==> src/pkg/pic_pkg.sv <==
// pic_pkg: register indices, field positions and constants for pic_top.
// assumes byte address = 4 * register index on the axi4-lite bus.
package pic_pkg;
  // ------------------------------------------------------------
  // register indices (byte address = index * 4)
  // ------------------------------------------------------------
  localparam logic [7:0] IX_IE    = 8'ha8;
  localparam logic [7:0] IX_IE2   = 8'haf;
  localparam logic [7:0] IX_IP2   = 8'hb5;
  localparam logic [7:0] IX_IP    = 8'hb8;
  localparam logic [7:0] IX_SPS   = 8'hcd;
  localparam logic [7:0] IX_SPCTL = 8'hce;
  localparam logic [7:0] IX_COUNTER_CTRL_REG  = 8'hd8;
  localparam logic [7:0] IX_COUNTER_MODE  = 8'hd9;
  localparam logic [7:0] IX_CM0   = 8'hda;
  localparam logic [7:0] IX_CM1   = 8'hdb;
  localparam logic [7:0] IX_STAT  = 8'hf0;
  // ------------------------------------------------------------
  // field positions
  // ------------------------------------------------------------
  localparam int B_EA   = 7;
  localparam int B_SERIAL_PERIPH_IRQ_EN = 1;
  localparam int B_ES2  = 0;
  localparam int B_XFER_DONE_FLAG = 7;
  localparam int B_WRITE_CLASH_FLAG = 6;
  localparam int B_SELECT_IGNORE = 7;
  localparam int B_CF   = 7;
  localparam int B_ECF  = 0;
  localparam int B_MAT  = 3;
  localparam int B_ECCF = 0;
  localparam int N_IE_SRC = 7;
  // ------------------------------------------------------------
  // sources, vectors, resets, responses
  // ------------------------------------------------------------
  localparam int NSRC    = 24;
  localparam int SRC_X0  = 0;
  localparam int SRC_X1  = 2;
  localparam int SRC_PCA = 7;
  localparam int SRC_S2  = 8;
  localparam int SRC_SPI = 9;
  localparam int SRC_X4  = 16;
  localparam int SRC_PWM = 22;
  localparam int SRC_PFD = 23;
  localparam logic [23:0] SRC_UNUSED = 24'h00e000;
  localparam logic [15:0] VEC_BASE   = 16'h0003;
  localparam int          VEC_SHIFT  = 3;
  localparam logic [7:0]  REG_RST    = 8'h00;
  localparam logic [1:0]  RESP_OKAY  = 2'b00;
  localparam logic [1:0]  RESP_SLVERR = 2'b10;
endpackage

==> src/rtl/pic_top.sv <==
// pic_top: two-level prioritised interrupt controller with axi4-lite registers.
// assumes a core that flags opcode-fetch and last-cycle and performs the call itself.
`timescale 1ns/1ps
module pic_top
  import pic_pkg::*;
#(
  parameter int ADDR_W = 12
) (
  input  wire logic              aclk,          // system clock
  input  wire logic              aresetn,       // sync reset, low
  input  wire logic [ADDR_W-1:0] s_axi_awaddr,  // write address
  input  wire logic              s_axi_awvalid, // write address valid
  output logic                   s_axi_awready, // write address ready
  input  wire logic [31:0]       s_axi_wdata,   // write data
  input  wire logic [3:0]        s_axi_wstrb,   // write strobes
  input  wire logic              s_axi_wvalid,  // write data valid
  output logic                   s_axi_wready,  // write data ready
  output logic [1:0]             s_axi_bresp,   // write response
  output logic                   s_axi_bvalid,  // write response valid
  input  wire logic              s_axi_bready,  // write response ready
  input  wire logic [ADDR_W-1:0] s_axi_araddr,  // read address
  input  wire logic              s_axi_arvalid, // read address valid
  output logic                   s_axi_arready, // read address ready
  output logic [31:0]            s_axi_rdata,   // read data
  output logic [1:0]             s_axi_rresp,   // read response
  output logic                   s_axi_rvalid,  // read data valid
  input  wire logic              s_axi_rready,  // read data ready
  input  wire logic              opfetch,       // opcode fetch cycle
  input  wire logic              last_cycle,    // final clock of instruction
  input  wire logic              instr_return_from_irq,    // return_from_irq executing
  input  wire logic              instr_cfg_wr,  // instr writes enable/priority
  input  wire logic              isp_active,    // in_system_programming busy
  input  wire logic [NSRC-1:0]   src_req,       // peripheral request flags
  input  wire logic [1:0]        ext_edge,      // ext0/ext1 edge mode
  input  wire logic              spi_done,      // serial transfer finished
  input  wire logic              spi_master,    // serial iface master mode
  input  wire logic              ss_is_input,   // select pin is input
  input  wire logic              ss_pin,        // select pin level (async)
  input  wire logic              serial_data_reg_wr,      // serial_data_reg written
  input  wire logic              spi_busy,      // transfer in progress
  input  wire logic              cnt_wrap,      // array counter wrapped
  input  wire logic [1:0]        cmp_hit,       // counter matched module
  input  wire logic [1:0]        cap_evt,       // module capture event
  output logic                   call_r,        // hardware long_call pulse
  output logic [15:0]            call_vec_r,    // vector address
  output logic [4:0]             call_num_r,    // interrupt number
  output logic [1:0]             ext_clr_r,     // clear ext0/ext1 request
  output logic [1:0]             in_prog_r,     // {high, low} in progress
  output logic                   xfer_irq_r     // serial iface request
);
  // ------------------------------------------------------------
  // functions
  // ------------------------------------------------------------
  // lowest-numbered set bit wins within a level
  function automatic logic [4:0] pick(input logic [NSRC-1:0] v);
    logic [4:0] n;
    n = 5'h00;
    for (int i = NSRC - 1; i >= 0; i--) begin
      if (v[i]) begin
        n = i[4:0];
      end
    end
    return n;
  endfunction

  // ------------------------------------------------------------
  // registers and state
  // ------------------------------------------------------------
  logic [7:0]      ie_r, ie2_r, ip_r, ip2_r, spctl_r, counter_mode_r;
  logic [7:0]      cm0_r, cm1_r;
  logic            xfer_done_flag_r, write_clash_flag_r, cf_r;
  logic [1:0]      ccf_r;
  logic [NSRC-1:0] samp_r;
  logic            hold_r;
  logic [4:0]      last_num_r;
  logic            ss_m_r, ss_s_r;
  logic [ADDR_W-1:0] awaddr_r;
  logic [31:0]     wdata_r;
  logic            wstrb0_r;
  logic            aw_full_r, w_full_r;

  // ------------------------------------------------------------
  // axi4-lite write path
  // ------------------------------------------------------------
  // address and data may arrive in either order; one write at a time
  wire       wr_go   = aw_full_r & w_full_r & ~s_axi_bvalid;
  wire [7:0] wr_ix   = awaddr_r[9:2];
  wire       wr_hit  = (awaddr_r[ADDR_W-1:10] == '0) & (awaddr_r[1:0] == 2'b00);
  wire       wr_en   = wr_go & wstrb0_r & wr_hit;
  wire [7:0] wd      = wdata_r[7:0];
  wire       wr_map  = wr_hit & (wr_ix == IX_IE  | wr_ix == IX_IE2 |
                                 wr_ix == IX_IP  | wr_ix == IX_IP2 |
                                 wr_ix == IX_SPS | wr_ix == IX_SPCTL |
                                 wr_ix == IX_COUNTER_CTRL_REG | wr_ix == IX_COUNTER_MODE |
                                 wr_ix == IX_CM0 | wr_ix == IX_CM1 |
                                 wr_ix == IX_STAT);
  wire       w_ie    = wr_en & (wr_ix == IX_IE);
  wire       w_ie2   = wr_en & (wr_ix == IX_IE2);
  wire       w_ip    = wr_en & (wr_ix == IX_IP);
  wire       w_ip2   = wr_en & (wr_ix == IX_IP2);
  wire       w_sps   = wr_en & (wr_ix == IX_SPS);
  wire       w_counter_ctrl_reg  = wr_en & (wr_ix == IX_COUNTER_CTRL_REG);
  wire       w_cfg   = w_ie | w_ie2 | w_ip | w_ip2;

  // capture address and data channels
  always_ff @(posedge aclk) begin
    if (!aresetn) begin
      aw_full_r <= 1'b0;
      w_full_r  <= 1'b0;
      awaddr_r  <= '0;
      wdata_r   <= '0;
      wstrb0_r  <= 1'b0;
    end else begin
      if (s_axi_awvalid & s_axi_awready) begin
        aw_full_r <= 1'b1;
        awaddr_r  <= s_axi_awaddr;
      end else if (wr_go) begin
        aw_full_r <= 1'b0;
      end
      if (s_axi_wvalid & s_axi_wready) begin
        w_full_r <= 1'b1;
        wdata_r  <= s_axi_wdata;
        wstrb0_r <= s_axi_wstrb[0];
      end else if (wr_go) begin
        w_full_r <= 1'b0;
      end
    end
  end

  // write response; unmapped addresses answer slverr
  always_ff @(posedge aclk) begin
    if (!aresetn) begin
      s_axi_bvalid <= 1'b0;
      s_axi_bresp  <= RESP_OKAY;
    end else if (wr_go) begin
      s_axi_bvalid <= 1'b1;
      s_axi_bresp  <= wr_map ? RESP_OKAY : RESP_SLVERR;
    end else if (s_axi_bready) begin
      s_axi_bvalid <= 1'b0;
    end
  end

  // ready only while the holding slot is empty
  always_ff @(posedge aclk) begin
    if (!aresetn) begin
      s_axi_awready <= 1'b0;
      s_axi_wready  <= 1'b0;
    end else begin
      s_axi_awready <= ~aw_full_r & ~(s_axi_awvalid & s_axi_awready);
      s_axi_wready  <= ~w_full_r & ~(s_axi_wvalid & s_axi_wready);
    end
  end

  // ------------------------------------------------------------
  // software registers
  // ------------------------------------------------------------
  // plain control registers; counter_mode/module modes keep all bits for software
  always_ff @(posedge aclk) begin
    if (!aresetn) begin
      ie_r    <= REG_RST;
      ie2_r   <= REG_RST;
      ip_r    <= REG_RST;
      ip2_r   <= REG_RST;
      spctl_r <= REG_RST;
      counter_mode_r  <= REG_RST;
      cm0_r   <= REG_RST;
      cm1_r   <= REG_RST;
    end else begin
      if (w_ie)  ie_r  <= wd;
      if (w_ie2) ie2_r <= wd;
      if (w_ip)  ip_r  <= wd;
      if (w_ip2) ip2_r <= wd;
      if (wr_en & (wr_ix == IX_SPCTL)) spctl_r <= wd;
      if (wr_en & (wr_ix == IX_COUNTER_MODE))  counter_mode_r  <= wd;
      if (wr_en & (wr_ix == IX_CM0))   cm0_r   <= wd;
      if (wr_en & (wr_ix == IX_CM1))   cm1_r   <= wd;
    end
  end

  // ------------------------------------------------------------
  // serial interface flags
  // ------------------------------------------------------------
  // select pin is asynchronous: two flops before any use
  always_ff @(posedge aclk) begin
    if (!aresetn) begin
      ss_m_r <= 1'b1;
      ss_s_r <= 1'b1;
    end else begin
      ss_m_r <= ss_pin;
      ss_s_r <= ss_m_r;
    end
  end

  wire mode_chg = spi_master & ~spctl_r[B_SELECT_IGNORE] & ss_is_input & ~ss_s_r;
  wire xfer_done_flag_set = spi_done | mode_chg;
  wire write_clash_flag_set = serial_data_reg_wr & spi_busy;

  // write-one clears; a set in the same cycle wins
  always_ff @(posedge aclk) begin
    if (!aresetn) begin
      xfer_done_flag_r <= 1'b0;
      write_clash_flag_r <= 1'b0;
    end else begin
      xfer_done_flag_r <= xfer_done_flag_set | (xfer_done_flag_r & ~(w_sps & wd[B_XFER_DONE_FLAG]));
      write_clash_flag_r <= write_clash_flag_set | (write_clash_flag_r & ~(w_sps & wd[B_WRITE_CLASH_FLAG]));
    end
  end

  // ------------------------------------------------------------
  // counter array flags
  // ------------------------------------------------------------
  // match sets the event flag only when the module's match enable is on
  wire [1:0] ccf_set = (cmp_hit & {cm1_r[B_MAT], cm0_r[B_MAT]}) | cap_evt;

  // wrap flag may be written either way; event flags clear only; set wins
  always_ff @(posedge aclk) begin
    if (!aresetn) begin
      cf_r  <= 1'b0;
      ccf_r <= 2'b00;
    end else begin
      cf_r  <= cnt_wrap | (w_counter_ctrl_reg ? wd[B_CF] : cf_r);
      ccf_r <= ccf_set | (ccf_r & ~(w_counter_ctrl_reg ? ~wd[1:0] : 2'b00));
    end
  end

  // ------------------------------------------------------------
  // request gating
  // ------------------------------------------------------------
  wire pca_req = (cf_r & counter_mode_r[B_ECF])
               | (ccf_r[0] & cm0_r[B_ECCF])
               | (ccf_r[1] & cm1_r[B_ECCF]);
  wire spi_req = xfer_done_flag_r & ie2_r[B_SERIAL_PERIPH_IRQ_EN];

  logic [NSRC-1:0] raw, src_en, pend, hi_sel;
  // per-source enables; sources above 9 arrive already gated by their owners
  always_comb begin
    raw          = src_req;
    raw[SRC_PCA] = pca_req;
    raw[SRC_SPI] = spi_req;
    src_en       = ~SRC_UNUSED;
    src_en[N_IE_SRC-1:0] = ie_r[N_IE_SRC-1:0];
    src_en[SRC_S2]       = ie2_r[B_ES2];
    hi_sel          = '0;
    hi_sel[7:0]     = ip_r;
    hi_sel[SRC_S2]  = ip2_r[0];
    hi_sel[SRC_SPI] = ip2_r[1];
    hi_sel[SRC_PWM] = ip2_r[2];
    hi_sel[SRC_PFD] = ip2_r[3];
    hi_sel[SRC_X4]  = ip2_r[4];
    pend = ie_r[B_EA] ? (raw & src_en) : '0;
  end

  // ------------------------------------------------------------
  // sampling, polling and arbitration
  // ------------------------------------------------------------
  // polled set: sampled at last fetch and still active now
  // a high request sampled early is called at the next final-cycle poll
  wire [NSRC-1:0] poll    = samp_r & pend;
  wire [NSRC-1:0] poll_hi = poll & hi_sel;
  wire [NSRC-1:0] poll_lo = poll & ~hi_sel;
  wire            ok_hi   = ~in_prog_r[1];
  wire            ok_lo   = ~in_prog_r[1] & ~in_prog_r[0];
  wire            take_hi = ok_hi & (poll_hi != '0);
  wire            take_lo = ok_lo & (poll_lo != '0) & ~take_hi;
  wire            blocked = ~last_cycle | instr_return_from_irq | instr_cfg_wr
                          | isp_active | hold_r;
  wire            go      = opfetch & ~blocked & (take_hi | take_lo);
  wire [4:0]      win     = take_hi ? pick(poll_hi) : pick(poll_lo);
  wire [15:0]     vec     = VEC_BASE + ({11'h000, win} << VEC_SHIFT);

  // samples refresh every fetch, so a denied request is simply dropped
  always_ff @(posedge aclk) begin
    if (!aresetn) begin
      samp_r <= '0;
    end else if (opfetch) begin
      samp_r <= pend;
    end
  end

  // a config write over the bus holds off the next poll
  always_ff @(posedge aclk) begin
    if (!aresetn) begin
      hold_r <= 1'b0;
    end else if (w_cfg) begin
      hold_r <= 1'b1;
    end else if (opfetch & last_cycle) begin
      hold_r <= 1'b0;
    end
  end

  // ------------------------------------------------------------
  // call issue and level tracking
  // ------------------------------------------------------------
  // core pushes the program counter only and jumps to call_vec_r
  always_ff @(posedge aclk) begin
    if (!aresetn) begin
      call_r     <= 1'b0;
      call_vec_r <= '0;
      call_num_r <= '0;
      last_num_r <= '0;
      ext_clr_r  <= 2'b00;
    end else begin
      call_r    <= go;
      ext_clr_r <= {go & (win == 5'(SRC_X1)) & ext_edge[1],
                    go & (win == 5'(SRC_X0)) & ext_edge[0]};
      if (go) begin
        call_vec_r <= vec;
        call_num_r <= win;
        last_num_r <= win;
      end
    end
  end

  // return clears the high bit first; plain return is never seen here
  always_ff @(posedge aclk) begin
    if (!aresetn) begin
      in_prog_r <= 2'b00;
    end else if (go) begin
      in_prog_r <= in_prog_r | {take_hi, take_lo};
    end else if (instr_return_from_irq & last_cycle) begin
      in_prog_r <= in_prog_r[1] ? {1'b0, in_prog_r[0]} : 2'b00;
    end
  end

  // serial request level for observers
  always_ff @(posedge aclk) begin
    if (!aresetn) begin
      xfer_irq_r <= 1'b0;
    end else begin
      xfer_irq_r <= spi_req & ie_r[B_EA];
    end
  end

  // ------------------------------------------------------------
  // axi4-lite read path
  // ------------------------------------------------------------
  wire [7:0] rd_ix  = s_axi_araddr[9:2];
  wire       rd_hit = (s_axi_araddr[ADDR_W-1:10] == '0) & (s_axi_araddr[1:0] == 2'b00);
  logic [7:0] rd_val;
  logic       rd_ok;
  // read mux; unmapped indices return zero with slverr
  always_comb begin
    rd_ok  = rd_hit;
    rd_val = 8'h00;
    unique case (rd_ix)
      IX_IE:    rd_val = ie_r;
      IX_IE2:   rd_val = ie2_r;
      IX_IP:    rd_val = ip_r;
      IX_IP2:   rd_val = ip2_r;
      IX_SPS:   rd_val = {xfer_done_flag_r, write_clash_flag_r, 6'h00};
      IX_SPCTL: rd_val = spctl_r;
      IX_COUNTER_CTRL_REG:  rd_val = {cf_r, 5'h00, ccf_r};
      IX_COUNTER_MODE:  rd_val = counter_mode_r;
      IX_CM0:   rd_val = cm0_r;
      IX_CM1:   rd_val = cm1_r;
      IX_STAT:  rd_val = {in_prog_r, 1'b0, last_num_r};
      default:  rd_ok  = 1'b0;
    endcase
  end

  // single-beat read, answer one cycle after address accepted
  always_ff @(posedge aclk) begin
    if (!aresetn) begin
      s_axi_arready <= 1'b0;
      s_axi_rvalid  <= 1'b0;
      s_axi_rdata   <= '0;
      s_axi_rresp   <= RESP_OKAY;
    end else begin
      s_axi_arready <= ~s_axi_rvalid & ~(s_axi_arvalid & s_axi_arready);
      if (s_axi_arvalid & s_axi_arready) begin
        s_axi_rvalid <= 1'b1;
        s_axi_rdata  <= {24'h000000, rd_ok ? rd_val : 8'h00};
        s_axi_rresp  <= rd_ok ? RESP_OKAY : RESP_SLVERR;
      end else if (s_axi_rready) begin
        s_axi_rvalid <= 1'b0;
      end
    end
  end

endmodule // pic_top

==> config.mk <==
export PLATFORM = sky130hd
export DESIGN_NAME = pic_top
export DESIGN_NICKNAME = d
export VERILOG_FILES = /design/src/pkg/pic_pkg.sv /design/src/rtl/pic_top.sv
export SDC_FILE = /design/constraint.sdc
export NUM_CORES = 1
export LEC_CHECK = 0
export ABC_AREA = 1
export BUFFER_PORTS_ARGS = -buffer_cell sky130_fd_sc_hd__buf_2
export CAP_MARGIN = 20
export CELL_PAD_IN_SITES_DETAIL_PLACEMENT = 1
export CELL_PAD_IN_SITES_GLOBAL_PLACEMENT = 2
export CORE_AREA = 2 2 150 152
export DETAILED_ROUTE_END_ITERATION = 8
export DIE_AREA = 0 0 152 154
export PLACE_DENSITY = 0.95
export SYNTH_ARGS = -nofsm -noshare
export SYNTH_HDL_FRONTEND = slang
export SYNTH_SLANG_ARGS = --single-unit
==> constraint.sdc <==
create_clock -name aclk -period 3.4 [get_ports aclk]
set_clock_uncertainty 0.15 [all_clocks]
set_input_delay 0.68 -clock aclk [delete_from_list [all_inputs] [get_ports aclk]]
set_output_delay 0.68 -clock aclk [all_outputs]
set_load 0.1 [all_outputs]
==> results.md <==
- The cell class contributing the biggest share of worst-path delay is simple AND/OR/NAND/NOR gates.
- In this run, synthesis inferred 0 flip-flops with an integrated enable.
- STA puts the critical path data required time at ~3.6 ns.
- After detailed placement, the total cell area comes to 0.00748 mm².
- Synthesis inferred between 100 and 150 register bits.
- For this run, the leading register cell type out of synthesis is dfxtp_1.
- The worst hold path belongs to the class reg2reg.
- For the pin with the worst max-slew slack, the measured transition is 0.895 ns.
- Once the clock tree was built, the setup fixing pass inserted 0 buffers.
- In this run the worst path has a maximum fanout of 13.
- The mean number of vias per cell is 5.02.
- After synthesis, the largest family of logic cells by area is simple AND/OR/NAND/NOR gates.
- The remaining global-route overflow is 0.
- The area share of the leading cell type in the synthesized netlist is between 40% and 50%.
- Summing the areas of all xor and xnor instances in the mapped netlist gives 0% of the synthesized area.
- The number of hold buffers added after CTS was 0.
- The complex-gate fraction of the synthesized area is 22.2%.
- The initial utilization of the core area, before any placement, comes to 31.5%.
- Entering global routing, the biggest net connects 55 pins.
- The clock tree from TritonCTS is yes.
- The commonest non-fill, non-tap cell in the layout is dfxtp_1.
- The post-route minimum period is 2.70 ns.
- The final hold violation count came to 0.
- CTS saw roughly 140 sinks.
- The largest total area in the synthesized netlist belongs to dfxtp_1.
- Based on the critical path, the design can be clocked at up to about 0.37 GHz.
- The most used cell along the critical path is nor2_1.
- The analysis attributes to cell leakage a power of 3.50 nW.
- The core area is around 0.022 mm².
- Hold is met by just under 0.3 ns.
- The largest single stage delay on the critical path is 0.58 ns.
- In this run the power density over the cells is 511 mW/mm².
- The slack of the critical path is 0.701 ns.
- Across the run, the number of max-cap violations was 0.
- The number of antenna violations at the first check in global routing came to 0.
- For this run, the register share of the synthesized area comes to a little over two fifths.
- The overall via count from detail_route is ~6,600.
- The data arrival time at the worst-slack endpoint is 2.87 ns.
- The critical-path cell with the highest stage delay is dfxtp_1.
- Synthesis produced a netlist whose cell count is 922.
- The via count of the first global-routing pass is 6,610.
- The HPWL reported at the end of detailed placement is 16.4 mm.
- The root cell of the clock tree is clkbuf_16.
- The simple logic cell fraction of the synthesized area is 24.0%.
- The number of antenna diodes in the final layout is 0.
- The critical path class is reg2reg.
- The final routed DRC violation total is 0.
- The setup slack at placement is 0.657 ns.
- In the layout the commonest cells are 143 x dfxtp_1, 133 x nor2_1, 120 x nand2_1.
- The worst path buffer plus inverter count is 2.
- The DRC marker count from the first detailed-route iteration is 364.
- Averaged over all synthesized cells, the footprint is roughly 7.4 µm².
- The finished cells cover just over 0.008 mm².
- The first detailed-routing pass ran for 5 iterations.
- At the later pin of the worst-skew pair, clock insertion delay measures roughly 0.43 ns.
- The layout overhead on the synthesized area is 18.6%.
- The total global-route track usage is 18.8%.
- The synthesized netlist occupies a cell area of about 0.0068 mm².
- IR analysis of the VDD net gives a maximum drop of between 300 and 400 µV.
- Of the total synthesized cell area, the portion taken by full adders, half adders and majority gates is 0%.
- For this block, the routed nets add up to between 20 and 25 mm of wire.
- The count of nets left with antenna violations after detail routing is 0.
- The number of buffers created by CTS is 17.
- The worst setup path is captured at a register.
- The number of rows created at floorplan is 54.
- In the synthesized netlist, mux cells make up 0% of the area.
- The flow ran to the end, and the final reports show no timing, DRC or antenna violations.
- The relative slew slack is 40.1%.
- The die is 152 µm wide.
- Sorting the synthesized cells by area gives the leading types as dfxtp_1 42%, nor2_1 7.3%, o21ai_0 7.0%, nand2_1 6.6%, a21oi_1 5.6%.
- The period utilization is 79.4%.
- After synthesis, the share of flip-flops with an asynchronous set or reset is 0%.
- The number of warning messages in the yosys log is 0.
- The I/O pin count is 177.
- The detail-routed net length per standard cell is 16.9 µm.
- The number of levels in the clock H-tree is 4.
- Counting the fill cells in the layout gives 2,707.
- The placer's final routability congestion estimate is between 0.8 and 0.9.
- The final setup TNS is 0 ns.
- After clock tree synthesis, the clock-pin slew on the worst setup and hold paths is 0.07 ns.
- The largest buffer count on any clock path is 2.
- The floorplan step set the die height to 154 µm.
- Of the cells placed in the final design, the portion with a size suffix greater than 1 is 18.9%.
- The net count of the finished layout is 1,130.
- The completed layout was analyzed and its total power is 4.13 mW.
- The number of buffers added on ports is 109.
- Setup repair after global routing left no endpoint under its margin.
- The final count of pins violating max slew is 0.
- The number of distinct standard cells referenced by the synthesized netlist is 44.
- The signal on the critical path passes through buf_4 -> nand3_1 -> nor2_1 -> a31oi_1 -> a31oi_1 -> nor2_1 -> nor2_1 -> nor2_1 -> o211ai_1 -> nand2_1 -> o211ai_1 -> inv_1.
- STA classifies the critical path startpoint as a register.
- The first-pass GRT wire length is 35.1 mm.
- Setup violations remaining at the end of the flow were counted as 0.
- The number of gates resized after CTS is 0.
- The die area is 0.0234 mm².
layer usage:
layer / GRT usage (%) / up-vias / part of all wire, %
li1: - / 3255 / -
met1: 24.4 / 3153 / 46
met2: 31.6 / 151 / 48
met3: 3.55 / 35 / 3.9
met4: 6.36 / 0 / 2.3
met5: 0 / - / 0
synth_stat cells (all sizes together) (5+ instances only):
master  count
clkinv      8
nor2      145
nand4       5
nor4       11
a221oi     13
o21ai      99
a21oi      76
nor3       13
clkbuf     25
nand3      53
a31oi       5
inv        81
dfxtp     143
nand2     126
a211oi     33
buf        52
a22o        7
a32o        5
where the power goes:
group / internal [mW] / leakage (nW) / switching (mW)
registers: 1.72 / 1.16 / 0.0297
clock network: 1.13 / 0.296 / 0.814
logic: 0.0774 / 2.04 / 0.362
total: 2.93 / 3.50 / 1.21
state kept, by name (all words and copies together), names as in the netlist, 2 cells and up:
signal and cells:
spctl_r 8, ie2_r 8, ie_r 8, ip2_r 8
in_prog_r 2, awaddr_r 12, ip_r 8, wdata_r 8
cm1_r 8, samp_r 21, cm0_r 8, counter_mode_r 8
s_axi_rdata 8, ccf_r 2, last_num_r 5, ext_clr_r 2
area by class of cell:
class                   instances  area (µm²)  area share (%)
multi-input cells             647        3280            40.6
clock buffers                  18         439            5.43
flip-flops and latches        143        2860            35.4
repair buffers                123         651            8.04
well taps                     280         350            4.33
inverters                      89         334            4.13
clock inverters                14         173            2.13
logic make-up after synthesis:
family	after synthesis
AO/OA/AOI/OAI	254
other	1
buffers and inverters	166
flip-flops	143
AND/OR/NAND/NOR	358
worst register-to-register path, cell delays in order (launching register included):
cell,delay (ns)
dfxtp_1,0.58
buf_4,0.28
nand3_1,0.15
nor2_1,0.24
a31oi_1,0.10
a31oi_1,0.19
nor2_1,0.07
nor2_1,0.09
nor2_1,0.07
o211ai_1,0.29
nand2_1,0.16
o211ai_1,0.18
inv_1,0.05
worst paths after layout:
kind                            slack (ns)  cells after the start    startpoint            end
worst max-delay path                  0.70                     12       ie_r[7]  last_num_r[1]
worst min-delay path                  0.30                      1  s_axi_rvalid  s_axi_arready
worst max register to register        0.70                     12       ie_r[7]  last_num_r[1]
worst min register to register        0.30                      1  s_axi_rvalid  s_axi_arready
metrics by stage:
stage                     util, %  instances
after detailed placement     34.5       1282
after floorplan                 -        956
after CTS                    37.3       1314
after global placement       34.5       1282
after global routing         37.3       1314
final                        37.3       1314
Power figures use the tool's default switching activity.
